==> config.mk <==
export PLATFORM = sky130hd
export DESIGN_NAME = sram_wrapper_ecc_parity
export DESIGN_NICKNAME = d
export VERILOG_FILES = /design/src/sram_ecc_pkg.sv /design/src/ecc_parity_codec.sv /design/src/sram_wrapper_ecc_parity.sv
export VERILOG_INCLUDE_DIRS = /design/src /design/src/src
export SDC_FILE = /design/constraint.sdc
export NUM_CORES = 1
export LEC_CHECK = 0
export BUFFER_PORTS_ARGS = -buffer_cell sky130_fd_sc_hd__buf_4
export CAP_MARGIN = 20
export CORE_MARGIN = 10
export CORE_UTILIZATION = 57
export DETAILED_ROUTE_END_ITERATION = 16
export GPL_TIMING_DRIVEN = 0
export HOLD_SLACK_MARGIN = 0.06
export PLACE_DENSITY = 0.87
export SLEW_MARGIN = 20
export SYNTH_ARGS = -nofsm -noshare
export SYNTH_HDL_FRONTEND = slang
export SYNTH_SLANG_ARGS = --single-unit
==> constraint.sdc <==
create_clock -name clock -period 8.4 [get_ports clock]
set_clock_uncertainty 0.15 [all_clocks]
set_input_delay 2.52 -clock clock [delete_from_list [all_inputs] [get_ports clock]]
set_output_delay 2.52 -clock clock [all_outputs]
set_load 0.01 [all_outputs]
==> src/sram_ecc_regs.svh <==
// widths, reset values and code layout for the sram integrity wrapper
`ifndef SRAM_ECC_REGS_SVH
`define SRAM_ECC_REGS_SVH
`define DATA_W 16
`define ADDR_W 12
`define CHK_W 5
`define CODE_W 21
`define PAR_W 3
`define CNT_W 16
`define CNT_RST 16'h0000
`define CNT_MAX 16'hffff
`define PAR_LO_BIT 0
`define PAR_HI_BIT 1
`define PAR_ADDR_BIT 2
`endif

==> src/sram_ecc_pkg.sv <==
// types shared by the sram integrity wrapper and its codec
package sram_ecc_pkg;
`include "sram_ecc_regs.svh"
  typedef struct packed {
    logic write;
    logic scrub;
    logic [`ADDR_W-1:0] addr;
    logic [`DATA_W-1:0] wdata;
  } req_t;
  typedef struct packed {
    logic [`DATA_W-1:0] data;
    logic err;
    logic corrected;
  } rsp_t;
  typedef struct packed {
    logic pbit;
    logic [`CHK_W-1:0] check;
    logic [`DATA_W-1:0] data;
  } mem_word_t;
  typedef enum logic [1:0] {
    st_idle, st_wait, st_check, st_finish
  } state_t;
endpackage : sram_ecc_pkg

==> src/ecc_parity_codec.sv <==
// check-bit generator and checker for secded or parity words
`timescale 1ns/1ps
`include "sram_ecc_regs.svh"
module ecc_parity_codec
  import sram_ecc_pkg::*;
(
  input wire logic ecc_mode,
  input wire logic [`ADDR_W-1:0] addr,
  input wire mem_word_t word,
  output mem_word_t coded,
  output logic [`CHK_W-1:0] syndrome,
  output logic [`DATA_W-1:0] fixed_data,
  output logic single_err,
  output logic fatal_err
);
  logic [`CHK_W-1:0] ham;
  logic [`PAR_W-1:0] par;
  logic overall;
  wire syn_zero = (syndrome == '0);
  wire syn_in_range = (32'(syndrome) <= `CODE_W);

  // hamming bits over positions 1..21, data at non-power positions
  always_comb begin
    int d;
    d = 0;
    ham = '0;
    for (int p = 1; p <= `CODE_W; p++) begin
      if ((p & (p - 1)) != 0) begin
        for (int k = 0; k < `CHK_W; k++) begin
          if (p[k]) begin
            ham[k] = ham[k] ^ word.data[d];
          end
        end
        d++;
      end
    end
  end

  // data and address parity kept apart
  assign par[`PAR_LO_BIT] = ^word.data[7:0];
  assign par[`PAR_HI_BIT] = ^word.data[15:8];
  assign par[`PAR_ADDR_BIT] = ^addr;

  // regenerated code word; extra bit folds address into the secded check
  assign coded.data = word.data;
  assign coded.check = ecc_mode ? ham : {2'b00, par};
  assign coded.pbit = ecc_mode & (^word.data ^ ^ham ^ ^addr);
  assign syndrome = coded.check ^ word.check;
  assign overall = ^word.data ^ ^word.check ^ word.pbit ^ ^addr;

  // classify: ecc single flips outside the extra bit are corrected; other detected errors are fatal
  assign single_err = ecc_mode & overall & !syn_zero & syn_in_range;
  assign fatal_err = ecc_mode ?
    ((!syn_zero & !overall) | (overall & (syn_zero | !syn_in_range))) :
    !syn_zero;

  // flip the data bit that the syndrome points at
  always_comb begin
    int d;
    d = 0;
    fixed_data = word.data;
    for (int p = 1; p <= `CODE_W; p++) begin
      if ((p & (p - 1)) != 0) begin
        if (single_err && 32'(syndrome) == p) begin
          fixed_data[d] = ~word.data[d];
        end
        d++;
      end
    end
  end
endmodule : ecc_parity_codec

==> src/sram_wrapper_ecc_parity.sv <==
// sram wrapper with secded or parity check on data and address
//
// Overview of operation
// - each 16-bit word stored as a 22-bit secded word (5 hamming bits plus an extra bit), data and address checked
// - ecc read data is checked at memory output before it is returned
// - correctable errors return fixed data and bump the corrected count
// - corrected count crossing the threshold raises an ordinary interrupt
// - uncorrectable ecc error raises nmi and sets the error status pin
// - ecc logic works straight out of reset, nothing to set up
// - secded corrects any single flip outside the extra bit (that one is fatal) and flags any double flip
// - parity arrays keep a 3-bit code, data and address separately
// - parity read data is checked before it is returned
// - parity check catches any single-bit flip except one in the extra bit, which it ignores
// - parity error raises nmi and sets the error status pin
// - parity logic works straight out of reset, nothing to set up
// - scrub reads go through the same checker as normal reads
// - an ecc single-bit error outside the extra bit is written back corrected
`timescale 1ns/1ps
`include "sram_ecc_regs.svh"
module sram_wrapper_ecc_parity
  import sram_ecc_pkg::*;
(
  input wire logic clock,
  input wire logic srst,
  input wire logic ecc_mode,
  input wire logic [`CNT_W-1:0] corr_threshold,
  input wire logic count_clear,
  input wire logic error_clear,
  input wire logic req_valid,
  input wire req_t req,
  output logic req_ready,
  output logic rsp_valid,
  output rsp_t rsp,
  output logic mem_en,
  output logic mem_we,
  output logic [`ADDR_W-1:0] mem_addr,
  output mem_word_t mem_wdata,
  input wire mem_word_t mem_rdata,
  output logic [`CNT_W-1:0] corr_count,
  output logic corr_irq,
  output logic nmi,
  output logic error_status_pin
);
  state_t state;
  state_t next_state;
  req_t cur;
  mem_word_t enc_in;
  mem_word_t enc_word;
  logic [`DATA_W-1:0] fixed_data;
  logic single_err;
  logic fatal_err;

  // handshake and phase decode
  wire take = (state == st_idle) & req_valid & req_ready;
  wire in_check = (state == st_check);
  wire do_correct = in_check & single_err;
  wire do_fatal = in_check & fatal_err;
  wire writeback = do_correct;
  wire count_full = (corr_count == `CNT_MAX);
  wire bump = do_correct & !count_full;
  wire crossing = bump & (corr_count == corr_threshold);

  // next values of the registered outputs
  wire next_ready = (next_state == st_idle);
  wire next_mem_en = take | writeback;
  wire next_mem_we = (take & req.write) | writeback;
  wire next_rsp_valid = in_check;
  wire next_pin = do_fatal | (error_status_pin & !error_clear);
  wire [`CNT_W-1:0] next_count_up = corr_count + 16'h0001;

  // encoder input: new write data, or the corrected word for write-back
  assign enc_in.pbit = 1'b0;
  assign enc_in.check = '0;
  assign enc_in.data = in_check ? fixed_data : req.wdata;
  wire [`ADDR_W-1:0] enc_addr = in_check ? cur.addr : req.addr;

  // generator for writes and write-back
  ecc_parity_codec encoder (
    .ecc_mode(ecc_mode),
    .addr(enc_addr),
    .word(enc_in),
    .coded(enc_word),
    .syndrome(),
    .fixed_data(),
    .single_err(),
    .fatal_err()
  );

  // checker sitting right at the memory output
  ecc_parity_codec decoder (
    .ecc_mode(ecc_mode),
    .addr(cur.addr),
    .word(mem_rdata),
    .coded(),
    .syndrome(),
    .fixed_data(fixed_data),
    .single_err(single_err),
    .fatal_err(fatal_err)
  );

  // sequence: take, memory cycle, check, finish
  always_comb begin
    next_state = state;
    unique case (state)
      st_idle: begin
        if (take) begin
          next_state = req.write ? st_finish : st_wait;
        end
      end
      st_wait: next_state = st_check;
      st_check: next_state = writeback ? st_finish : st_idle;
      st_finish: next_state = st_idle;
    endcase
  end

  // state register; checking runs from reset
  always_ff @(posedge clock) begin
    if (srst) begin
      state <= st_idle;
    end else begin
      state <= next_state;
    end
  end

  // request held for the check and the write-back
  always_ff @(posedge clock) begin
    if (srst) begin
      cur <= '0;
    end else if (take) begin
      cur <= req;
    end
  end

  // ready is dropped while a transfer is in flight
  always_ff @(posedge clock) begin
    if (srst) begin
      req_ready <= 1'b1;
    end else begin
      req_ready <= next_ready;
    end
  end

  // memory strobes: one cycle per access, write-back after a fix
  always_ff @(posedge clock) begin
    if (srst) begin
      mem_en <= 1'b0;
      mem_we <= 1'b0;
    end else begin
      mem_en <= next_mem_en;
      mem_we <= next_mem_we;
    end
  end

  // memory address follows the taken request
  always_ff @(posedge clock) begin
    if (srst) begin
      mem_addr <= '0;
    end else if (take) begin
      mem_addr <= req.addr;
    end
  end

  // coded word for a write or a write-back
  always_ff @(posedge clock) begin
    if (srst) begin
      mem_wdata <= '0;
    end else if (next_mem_we) begin
      mem_wdata <= enc_word;
    end
  end

  // answer strobe only after the check has resolved
  always_ff @(posedge clock) begin
    if (srst) begin
      rsp_valid <= 1'b0;
    end else begin
      rsp_valid <= next_rsp_valid;
    end
  end

  // answer payload, held until the next answer
  always_ff @(posedge clock) begin
    if (srst) begin
      rsp <= '0;
    end else if (next_rsp_valid) begin
      rsp.data <= fixed_data;
      rsp.err <= fatal_err;
      rsp.corrected <= single_err;
    end
  end

  // corrected count, saturating; an increment beats a clear
  always_ff @(posedge clock) begin
    if (srst) begin
      corr_count <= `CNT_RST;
    end else if (bump) begin
      corr_count <= next_count_up;
    end else if (count_clear) begin
      corr_count <= `CNT_RST;
    end
  end

  // one-cycle interrupt pulses
  always_ff @(posedge clock) begin
    if (srst) begin
      corr_irq <= 1'b0;
      nmi <= 1'b0;
    end else begin
      corr_irq <= crossing;
      nmi <= do_fatal;
    end
  end

  // sticky error pin; a new error beats a clear
  always_ff @(posedge clock) begin
    if (srst) begin
      error_status_pin <= 1'b0;
    end else begin
      error_status_pin <= next_pin;
    end
  end
endmodule : sram_wrapper_ecc_parity

### Yosys cells after proc, flatten, opt, wreduce, memory -nomap -nowiden

Cells that the tools add are included.

| cells by class | value |
|---|---|
| add/subtract/negate cells | 1 |
| magnitude comparators | 1 |
| equality and inequality tests | 21 |
| multiplexer cells | 27 |
| bitwise logic cells | 111 |
| reduce and logical (&&, ||, !) cells | 35 |

Operators with widths:

| cell | number |
|---|---|
| 1-bit bitwise XOR | 75 |
| 16-bit two-way mux | 4 |
| 5-bit by 4-bit == test with 1-bit output, second input constant | 7 |
| 16-bit XOR reduction | 2 |
| 8-bit XOR reduction | 4 |
| 5-bit == test, second input constant | 5 |
| 12-bit two-way mux | 2 |
| 12-bit XOR reduction | 2 |
| 16-bit by 1-bit adder with 16-bit output, second input constant | 1 |
| 16-bit == test | 1 |
| 16-bit == test, second input constant | 1 |
| 1-bit logical AND | 16 |
| 1-bit NOT | 16 |
| 5-bit by 3-bit == test with 1-bit output, second input constant | 3 |
| 15-bit two-way mux | 1 |
| 5-bit two-way mux | 3 |
| 1-bit AND | 14 |
| 14-bit two-way mux | 1 |
| 13-bit two-way mux | 1 |
| 11-bit two-way mux | 1 |
| 10-bit two-way mux | 1 |
| 5-bit XOR reduction | 2 |
| 9-bit two-way mux | 1 |
| 2-bit two-way mux | 4 |
| other kinds (17) | 28 |

| word-level totals | value |
|---|---|
| register bits after elaboration | 77 |
| input bits | 74 |
| output and inout bits | 75 |
| logic and storage cells | 212 |

### Logic depth before layout (Yosys ltp)

Gate-level depths: netlist (run 1).

| logic depth | value |
|---|---|
| word-level depth | 46 |
| mapped depth | 15 |
| gate-level depth less buffers | 13 |

### Hierarchy

A second synthesis (run 1) with hierarchy kept.

| second synthesis, totals | value |
|---|---|
| cell total of the unflattened synthesis | 721 |
| area, all modules | 5864.4 µm² |

By module, submodules not included:

| module | instances | cells each | area an instance (µm²) | sequential area each (µm²) |
|---|---|---|---|---|
| sram_wrapper_ecc_parity | 1 | 458 | 3402.0 | 1541.5 |
| ecc_parity_codec at encoder | 1 | 132 | 1247.4 | 0.0 |
| ecc_parity_codec at decoder | 1 | 131 | 1214.9 | 0.0 |

### Worst setup path after synthesis (run 1)

OpenSTA, ideal clock, no wires.

| path | value |
|---|---|
| kind | input -> register |
| start | in mem_rdata[11] (netlist bit) |
| end | reg mem_wdata[21] (netlist bit) |
| library setup time | 59 ps |
| arrival | 6154 ps |
| required time | 8191 ps |
| setup slack | 2037 ps |
| stages | 13 |
| path buffers | 0 |
| path through | xor3_2 > xnor3_2 > xnor3_2 > xnor2_4 > xor2_2 > or4_1 > xnor2_1 > mux2_2 > xnor2_1 > xnor3_1 > or2_1 > mux2i_1 > a31o_1 |

| between the ends | value |
|---|---|
| word-level cells in the longest chain between the ends | 41 |
| elaborated cells between the ends (all ways) | 112 |
| those cells by class | order compare (1); eq/ne (16); mux (18); bitwise (55); reduce/logical (22) |

Ends and longest elaborated chain:

| what | RTL line | text |
|---|---|---|
| start, declared | sram_wrapper_ecc_parity.sv:38 | `input wire mem_word_t mem_rdata,` |
| parallel branches: the longest is 41 deep, another holds 5-bit less-or-equal comparator | n/a |  |
| end signal, assigned | sram_wrapper_ecc_parity.sv:168 | `mem_wdata <= enc_word;` |
| end, declared | sram_wrapper_ecc_parity.sv:37 | `output mem_word_t mem_wdata,` |

Several ways; the timed one is not identified.
A chain may end at the register's enable or synchronous reset.

### Worst setup path after layout (run 1)

Same ends and word-level chain as after synthesis.

==> impl_metrics.ini, run 1 <==
[clocking]
cts_resized = 0
postCtsSetupRepairBufs = 0
cts_tree = done
root_buffer = clkbuf_8
path_clk_slew_ns = 0.09
clk_path_buf_depth = 2
clkLatencyLatePin_ns = 0.35
htree_levels = 3
cts_hold_buffers = 0
cts_sinks = 77
cts_buffers = 9

[placed_design]
place_congestion = 0.906
hpwl_mm = 12.6
io_buffers = 142

[setup_path]
required_ns = 8.50
critPathTopFamily = XOR/XNOR gates
crit_buf_inv = 1
cpPeakStageDelay_ns = 0.50
worstPathMaxFanout = 10
arrival_ns = 6.64
cp-end-kind = flop
crit_chain = buf_4, xor3_2, xnor3_2, xnor3_2, xnor2_4, xnor2_2, nand4_1, xor2_1, a21oi_2, xnor2_1, xnor2_1, xnor3_1, mux2i_1, a31o_1
critical_path_class = primary input to flop
cp_slowest_cell = xnor3_1
cp-start-kind = primary input

[pwr]
vdd_drop_max_mv = 0.186
p_leak_uw = 0.00281
power_density_mw_per_mm2 = 304

[floorplan]
row_count = 34
io_pins = 149
start_util_pct = 58.4
die_y_um = 115
fp.dieW_um = 115
die_area_mm2 = 0.0131
fp.coreArea_mm2 = 0.00872

[final_layout]
finish.net_count = 834
diodes = 0
fillCellCount = 670
layout_common_cells = buf_4, a21oi_1, dfxtp_1, nand2_1, xnor2_1
drive_gt1_share_pct = 27.0
syn_to_final_growth_pct = 28.1
final_common_cell = buf_4

[grt]
antenna_found_initial = 0
grt_use_total_pct = 23.8
overflow = 0
grt_pass1_wl_mm = 25.6
grt_pass1_vias = 5054
grt_start_max_net_pins = 15

[detailed_routing]
route.detailed.drc = 0
vias = 4910
dr.pass1.iters = 8
vias_per_cell = 5.63
drt_wl_total_mm = 15.7
drt_iter0_markers = 327
wl_per_cell_um = 18.0
ant_nets = 0

[worst_hold_path]
hp-class = flop to flop

[timing]
fin_hold_ws_ns = 0.305
max_slew_margin_pct = 54.3
timing.final.crit_share_pct = 77.8
min_period_ns = 6.54
finalMaxSlewViolations = 0
fmax_ghz = 0.153
rsz0062_at_grt = no
hold_viol_final = 0
setup_viol = 0
tightest_slew_ns = 0.680
tns_ns = 0

[synth]
synth_nets = 681
synthTopCellsByArea = dfxtp_1, xnor2_1, a21oi_1, xor2_1, nand2_1
yosysWarnings = 0
synthCells = 606
ys_async_sr_fraction_pct = 0
synth-seq-area-share_pct = 30.3
avgSynthCellArea_um2 = 8.41
post_synth_num_cell_types = 64
synthFlopType = dfxtp_1
synth-seq-cells = 77
synth_area_leader_cell = dfxtp_1
yosysTopAreaCellShare_pct = 30.3
synth_edf_count = 0
synthesis.area_mm2 = 0.00509

[job]
max-cap-violations = 0

[outcome]
outcome = finished clean
==> sequential cells by signal, summed over array words and instances, names as in the netlist <==
signal,flops
mem_we,1
nmi,1
mem_addr,12
rsp,18
mem_wdata,22
corr_irq,1
rsp_valid,1
corr_count,16
state,2
req_ready,1
error_status_pin,1
mem_en,1
==> stage by stage <==
step | area (um^2) | total power [uW] | std cells | setup slack (ns) | utilization, %
2_1_floorplan | 5090 | 1330 | 606 | 2.04 | -
3_3_place_gp | 6290 | 1630 | 856 | 1.56 | 72.2
3_5_place_dp | 6290 | 1650 | 856 | 1.53 | 72.2
4_1_cts | 6520 | 1980 | 872 | 1.89 | 74.8
5_1_grt | 6520 | 2110 | 872 | 1.67 | 74.8
6_report | 6520 | 1980 | 872 | 1.86 | 74.8
==> final timing paths <==
path | startpoint | end | slack, ns | cells after the start
min | mem_wdata[10] | mem_wdata[10] | 0.30 | 2
min reg2reg | mem_wdata[10] | mem_wdata[10] | 0.30 | 2
max | mem_rdata[11] | mem_wdata[21] | 1.86 | 14
max reg2reg | mem_addr[10] | mem_wdata[21] | 3.89 | 13
==> cell usage after synthesis, types with 4 or more instances <==
library cell   n
a21oi_1       78
a31oi_1        6
and2_1         5
and3_1        11
buf_2          5
clkbuf_1      24
dfxtp_1       77
mux2i_1        4
nand2_1       71
nand2b_1       5
nand3_1       11
nand4_1        8
nor2_1        54
nor2b_1        5
nor3_1         6
nor4_1         7
o21ai_0       35
or2_2          4
or3b_2        10
xnor2_1       67
xnor3_1       10
xor2_1        36
==> per-layer routing <==
metal / share of wire [%] / vias up / wire length [um] / global-route usage [%]
met2: 47 / 237 / 7400 / 38.6
met5: 0 / - / 0 / 0
met3: 11 / 23 / 1770 / 8.12
met1: 40 / 2266 / 6280 / 28.9
li1: - / 2384 / - / -
met4: 1.6 / 0 / 251 / 7.27
==> area by class of cell <==
class	count	area, um^2	share of cell area, %
Clock inverter	6	91.3	1.40
Timing Repair Buffer	142	1070	16.3
Tap cell	108	135	2.07
Sequential cell	77	1540	23.6
Inverter	2	7.51	0.115
Multi-Input combinational cell	491	3380	51.8
Clock buffer	10	138	2.11
Buffer	36	165	2.53
==> worst register-to-register path, delay by kind of cell, from the launching register on <==
family,cells,cell delay [ns]
xor gates and xnor gates,9,2.86
AOI/OAI and AO/OA,2,0.51
DFF,1,0.38
and+or+nand+nor,1,0.38
muxes,1,0.13
==> power breakdown <==
part | total [uW] | internal, uW | switching [uW]
combinational | 1180 | 529 | 648
sequential | 480 | 436 | 43.8
clock | 325 | 178 | 147
total | 1980 | 1140 | 839
==> cells by family (layout without fill, tap and decap cells) <==
group	Yosys count	in the layout	share of synthesized area [%]
xor gates and xnor gates	125	125	27.5
AOI/OAI and AO/OA	145	145	16.7
DFF	77	77	30.3
and+or+nand+nor	214	214	20.7
buffers and inverters	38	196	3.39
adders and majority gates	1	1	0.246
muxes	6	6	1.23
Power figures use the tool's default switching activity.
==> run 2: changes to the inputs <==
- CORE_UTILIZATION: 57 -> 48
- PLACE_DENSITY: 0.87 -> 0.78
- clock period: 8.4 -> 5.8 ns (I/O delays scaled with it)
==> run 2 against run 1 <==
  * Routed wire length is 3.6% higher
  * Combinational power is 55% higher
  * Register-to-register slack worse by 2.8 ns
  * Final cell count is 3.6% higher
  * Critical path depth stayed put
  * Sequential cell count stayed put
  * Power is 49% higher
  * Core utilization is 10 points lower
  * Count of clock-buffer cells in the layout is 1 lower
  * Worst setup slack worse by 1.8 ns
  * Largest power group unchanged
==> impl_metrics.ini, run 2 (synthesized netlist as in run 1, its figures left out) <==
[timing]
timing.final.crit_share_pct = 98.1
finalMaxSlewViolations = 0
max_slew_margin_pct = 31.2
tns_ns = 0
fin_hold_ws_ns = 0.304
setup_viol = 0
tightest_slew_ns = 1.03
fmax_ghz = 0.176
min_period_ns = 5.69
hold_viol_final = 0

[grt]
grt_start_max_net_pins = 16
grt_pass1_vias = 5052
use_met3_pct = 7.02
grt_pass1_wl_mm = 25.7
busiest_layer = met2
use_met1_pct = 25.5
antenna_found_initial = 0
grt_use_met2_pct = 35.5
grt_use_total_pct = 21.0
overflow = 0

[final_layout]
stdcell_count = 903
fin_area_mm2 = 0.00665
final_common_cell = buf_4
layout_common_cells = buf_4, a21oi_1, dfxtp_1, nand2_1, xnor2_1
drive_gt1_share_pct = 28.6
largest_reg_flops = 22
syn_to_final_growth_pct = 30.5
multi_input_area_mm2 = 0.00347
largest_registers = mem_wdata (22), rsp (18), corr_count (16)
seq_area_mm2 = 0.00154
finish.net_count = 837
diodes = 0
fillCellCount = 912
top_register = mem_wdata

[placed_design]
io_buffers = 142
place_congestion = 0.884
hpwl_mm = 13.0
place_area_mm2 = 0.00633
dp_cells = 884

[detailed_routing]
drt_wl_total_mm = 16.3
dr.pass1.iters = 6
vias = 4906
vias_per_cell = 5.43
wl_per_cell_um = 18.0
route.detailed.drc = 0
drt_iter0_markers = 417
ant_nets = 0

[floorplan]
io_pins = 149
die_y_um = 123
fp.dieW_um = 123
row_count = 37
fp.coreArea_mm2 = 0.0103
die_area_mm2 = 0.0151
start_util_pct = 49.3

[clocking]
htree_levels = 3
cts_sinks = 77
clk_path_buf_depth = 2
cts_tree = done
path_clk_slew_ns = 0.09
clkLatencyLatePin_ns = 0.36
cts_hold_buffers = 0
cts_buffers = 9
root_buffer = clkbuf_8

[setup_path]
required_ns = 5.96
arrival_ns = 5.85
cp-start-kind = primary input
cp-end-kind = flop
critical_path_class = primary input to flop
worstPathMaxFanout = 7

[pwr]
p_total_uw = 2950
power_density_mw_per_mm2 = 445
vdd_drop_max_mv = 0.205
p_leak_uw = 0.00284

[job]
max-cap-violations = 0

[outcome]
outcome = finished clean

[worst_hold_path]
hp-class = flop to flop
-- run 2: cell types whose count changed in the layout (fill, tap and decap cells not counted), sizes merged --
cell,previous run,this run
inv,4,5
buf,153,156
clkbuf,34,33
clkinvlp,0,1
bufinv,2,1
-- run 2: final timing paths --
path,startpoint,to,slack (ns),depth (start not counted)
setup reg to reg,mem_addr[9],mem_wdata[21],1.14,13
setup / recovery,mem_rdata[12],mem_wdata[21],0.11,14
hold / removal,mem_wdata[14],mem_wdata[14],0.30,2
hold reg to reg,mem_wdata[14],mem_wdata[14],0.30,2
-- run 2: report_power, final --
group          switching, uW  internal (uW)
combinational           1010            824
sequential              64.1            632
clock                    224            205
total                   1290           1660
-- run 2: layer usage --
layer | vias to the layer above | wire length (um)
met3 | 12 | 1790
li1 | 2397 | -
met5 | - | 0
met4 | 0 | 144
met2 | 219 | 7610
met1 | 2278 | 6710
-- run 2: layout make-up --
class	instances	share of cell area [%]
Tap cell	136	2.56
Clock inverter	7	1.20
Inverter	2	0.113
Multi-Input combinational cell	491	52.2
Timing Repair Buffer	145	16.4
Clock buffer	9	1.86
Buffer	36	2.48
Sequential cell	77	23.2
-- run 2: worst max-delay path, stage by stage --
cell and delay [ns]:
buf_4 0.11, xor3_2 0.49, xnor3_2 0.29, xnor3_2 0.49
xnor2_4 0.38, xor2_4 0.18, or4_4 0.60, xnor2_1 0.15
mux2_2 0.34, xnor2_2 0.18, xnor3_1 0.42, or2_1 0.23
mux2i_1 0.13, a31o_1 0.11
-- run 2: repair_timing --
action                     CTS  global route
setup endpoints to repair    1             4
resized for setup            1            12
buffers inserted             0             3
pin swaps                    0             2
-- run 2: metrics by stage --
step / setup WS (ns) / util [%]
3_5_place_dp: -0.428 / 61.3
3_3_place_gp: -0.307 / 61.3
6_report: 0.111 / 64.4
2_1_floorplan: 0.217 / -
5_1_grt: -0.00895 / 64.4
4_1_cts: 0.0829 / 63.4
==> run 3: changes to the inputs <==
- CELL_PAD_IN_SITES_DETAIL_PLACEMENT: unset -> 1
- CELL_PAD_IN_SITES_GLOBAL_PLACEMENT: unset -> 1
- CORE_UTILIZATION: 48 -> 35
- PLACE_DENSITY: 0.78 -> unset
- PLACE_DENSITY_LB_ADDON: unset -> 0.1
==> run 3 against run 2 <==
  * First-iteration DRC count shrank 51%
  * Core utilization down 17 points
  * Sequential power is 1% higher
  * Die area grew 31%
  * Final cell count increased by 5.4%
  * Critical path type unchanged
  * Count of clock-buffer cells in the layout is the same
  * Routed wire length grew 15%
  * Register-to-register slack worse by 0.02 ns
  * Non-clock buffer count is 1 higher
  * Power increased by 6.5%
  * Sequential cell count did not move
==> impl_metrics.ini, run 3 (synthesized netlist as in run 1, its figures left out) <==
[pwr]
p_seq_share_pct = 22.4
vdd_drop_max_mv = 0.214
power_frac_clock_pct = 19.2
netSwitchingPower_uw = 1340
comb_power_share_pct = 58.5
switching_share_pct = 42.7
p_leak_uw = 0.00290
power_density_mw_per_mm2 = 462
internal-power_uw = 1800

[floorplan]
start_util_pct = 35.4
io_pins = 149
die_area_mm2 = 0.0198
row_count = 44
fp.coreArea_mm2 = 0.0144
fp.dieW_um = 141
die_y_um = 141

[final_layout]
stdcell_count = 952
top_register = mem_wdata
finish.net_count = 838
largest_registers = mem_wdata (22), rsp (18), corr_count (16)
syn_to_final_growth_pct = 33.6
diodes = 0
layout_common_cells = buf_4, a21oi_1, dfxtp_1, nand2_1, xnor2_1
largest_reg_flops = 22
drive_gt1_share_pct = 28.9
final_common_cell = buf_4

[timing]
finalMaxSlewViolations = 0
min_period_ns = 5.64
tightest_slew_ns = 0.851
setup_viol = 0
tns_ns = 0
setup_slack_ns = 0.159
hold_viol_final = 0
fin_hold_ws_ns = 0.308
timing.final.crit_share_pct = 97.3
fmax_ghz = 0.177
rsz0062_at_grt = yes
max_slew_margin_pct = 43.0

[detailed_routing]
vias_per_cell = 5.14
drt_iter0_markers = 203
drt_wl_total_mm = 18.7
dr_wl_met3_mm = 1.12
wl_met1_mm = 8.41
dr.pass1.iters = 4
wl_per_cell_um = 19.6
dr_wl_met2_mm = 8.91
route.detailed.drc = 0
vias = 4895
routed.top_layer = met4
ant_nets = 0

[setup_path]
cp-end-kind = flop
critical_path_class = primary input to flop
worstPathMaxFanout = 10
arrival_ns = 5.73
required_ns = 5.89
cp-start-kind = primary input

[clocking]
cts_sinks = 77
cts_hold_buffers = 0
clkLatencyLatePin_ns = 0.35
path_clk_slew_ns = 0.06
cts_tree = done
htree_levels = 3
root_buffer = clkbuf_16
clk_path_buf_depth = 2
cts_buffers = 9

[placed_design]
io_buffers = 142
dp_cells = 932
hpwl_mm = 15.0
post-place-ws_ns = -0.367
place_congestion = 0.886

[grt]
antenna_found_initial = 0
grt_start_max_net_pins = 16
grt_pass1_vias = 5336
overflow = 0
grt_pass1_wl_mm = 29.5
grt_use_total_pct = 18.5

[worst_hold_path]
hp-class = flop to flop

[job]
max-cap-violations = 0

[outcome]
outcome = finished clean
==> run 3: worst max-delay path, stage by stage <==
cell,delay (ns)
buf_4,0.10
xor3_2,0.49
xnor3_2,0.30
xnor3_2,0.49
xnor2_4,0.19
buf_4,0.16
xnor2_4,0.28
nand4_1,0.17
xor2_1,0.31
a21oi_1,0.19
xnor2_1,0.33
xor3_2,0.42
xnor3_1,0.22
mux2i_1,0.13
a31o_1,0.18
==> run 3: final cells by class <==
type	instances	area, um^2
buffer	36	166
clock buffer	9	225
clock inverter	7	82.6
fill	1711	7560
inverter	2	7.51
multi-input combinational	491	3460
sequential	77	1540
tap	184	230
timing repair buffer	146	1100
==> run 3: final timing paths <==
| check | startpoint | end | slack, ns | depth (start not counted) |
|---|---|---|---|---|
| worst max-delay path | mem_rdata[11] | mem_wdata[21] | 0.16 | 15 |
| worst min-delay path | error_status_pin | error_status_pin | 0.31 | 1 |
| worst max register to register | mem_addr[10] | mem_wdata[21] | 1.12 | 13 |
| worst min register to register | error_status_pin | error_status_pin | 0.31 | 1 |
==> run 3: stage by stage <==
| step | util [%] | power, uW | cell area (um^2) |
|---|---|---|---|
| floorplan | - | 1920 | 5090 |
| global placement | 44.5 | 2420 | 6390 |
| detailed placement | 44.5 | 2450 | 6390 |
| CTS | 46.7 | 3080 | 6710 |
| global route | 47.4 | 3350 | 6810 |
| finish | 47.4 | 3150 | 6810 |
==> run 3: what timing repair did <==
| action | in CTS | in global routing |
|---|---|---|
| setup buffers | 0 | 4 |
| gates resized for setup | 1 | 13 |
| pin swaps | 0 | 3 |
| setup endpoints to repair | 1 | 14 |
==> run 3: per-layer routing <==
layer	GRT usage, %	vias to the layer above
met3	4.97	16
met1	23.0	2339
met2	31.0	144
met5	0	-
met4	4.73	0
li1	-	2396
==> run 3: power groups by stage <==
stage | logic, uW | registers [uW] | clock network (uW)
6_report | 1840 | 703 | 603
5_1_grt | 2000 | 716 | 639
4_1_cts | 1760 | 703 | 618
3_5_place_dp | 1740 | 714 | 0
3_3_place_gp | 1710 | 709 | 0
2_1_floorplan | 1180 | 744 | 0
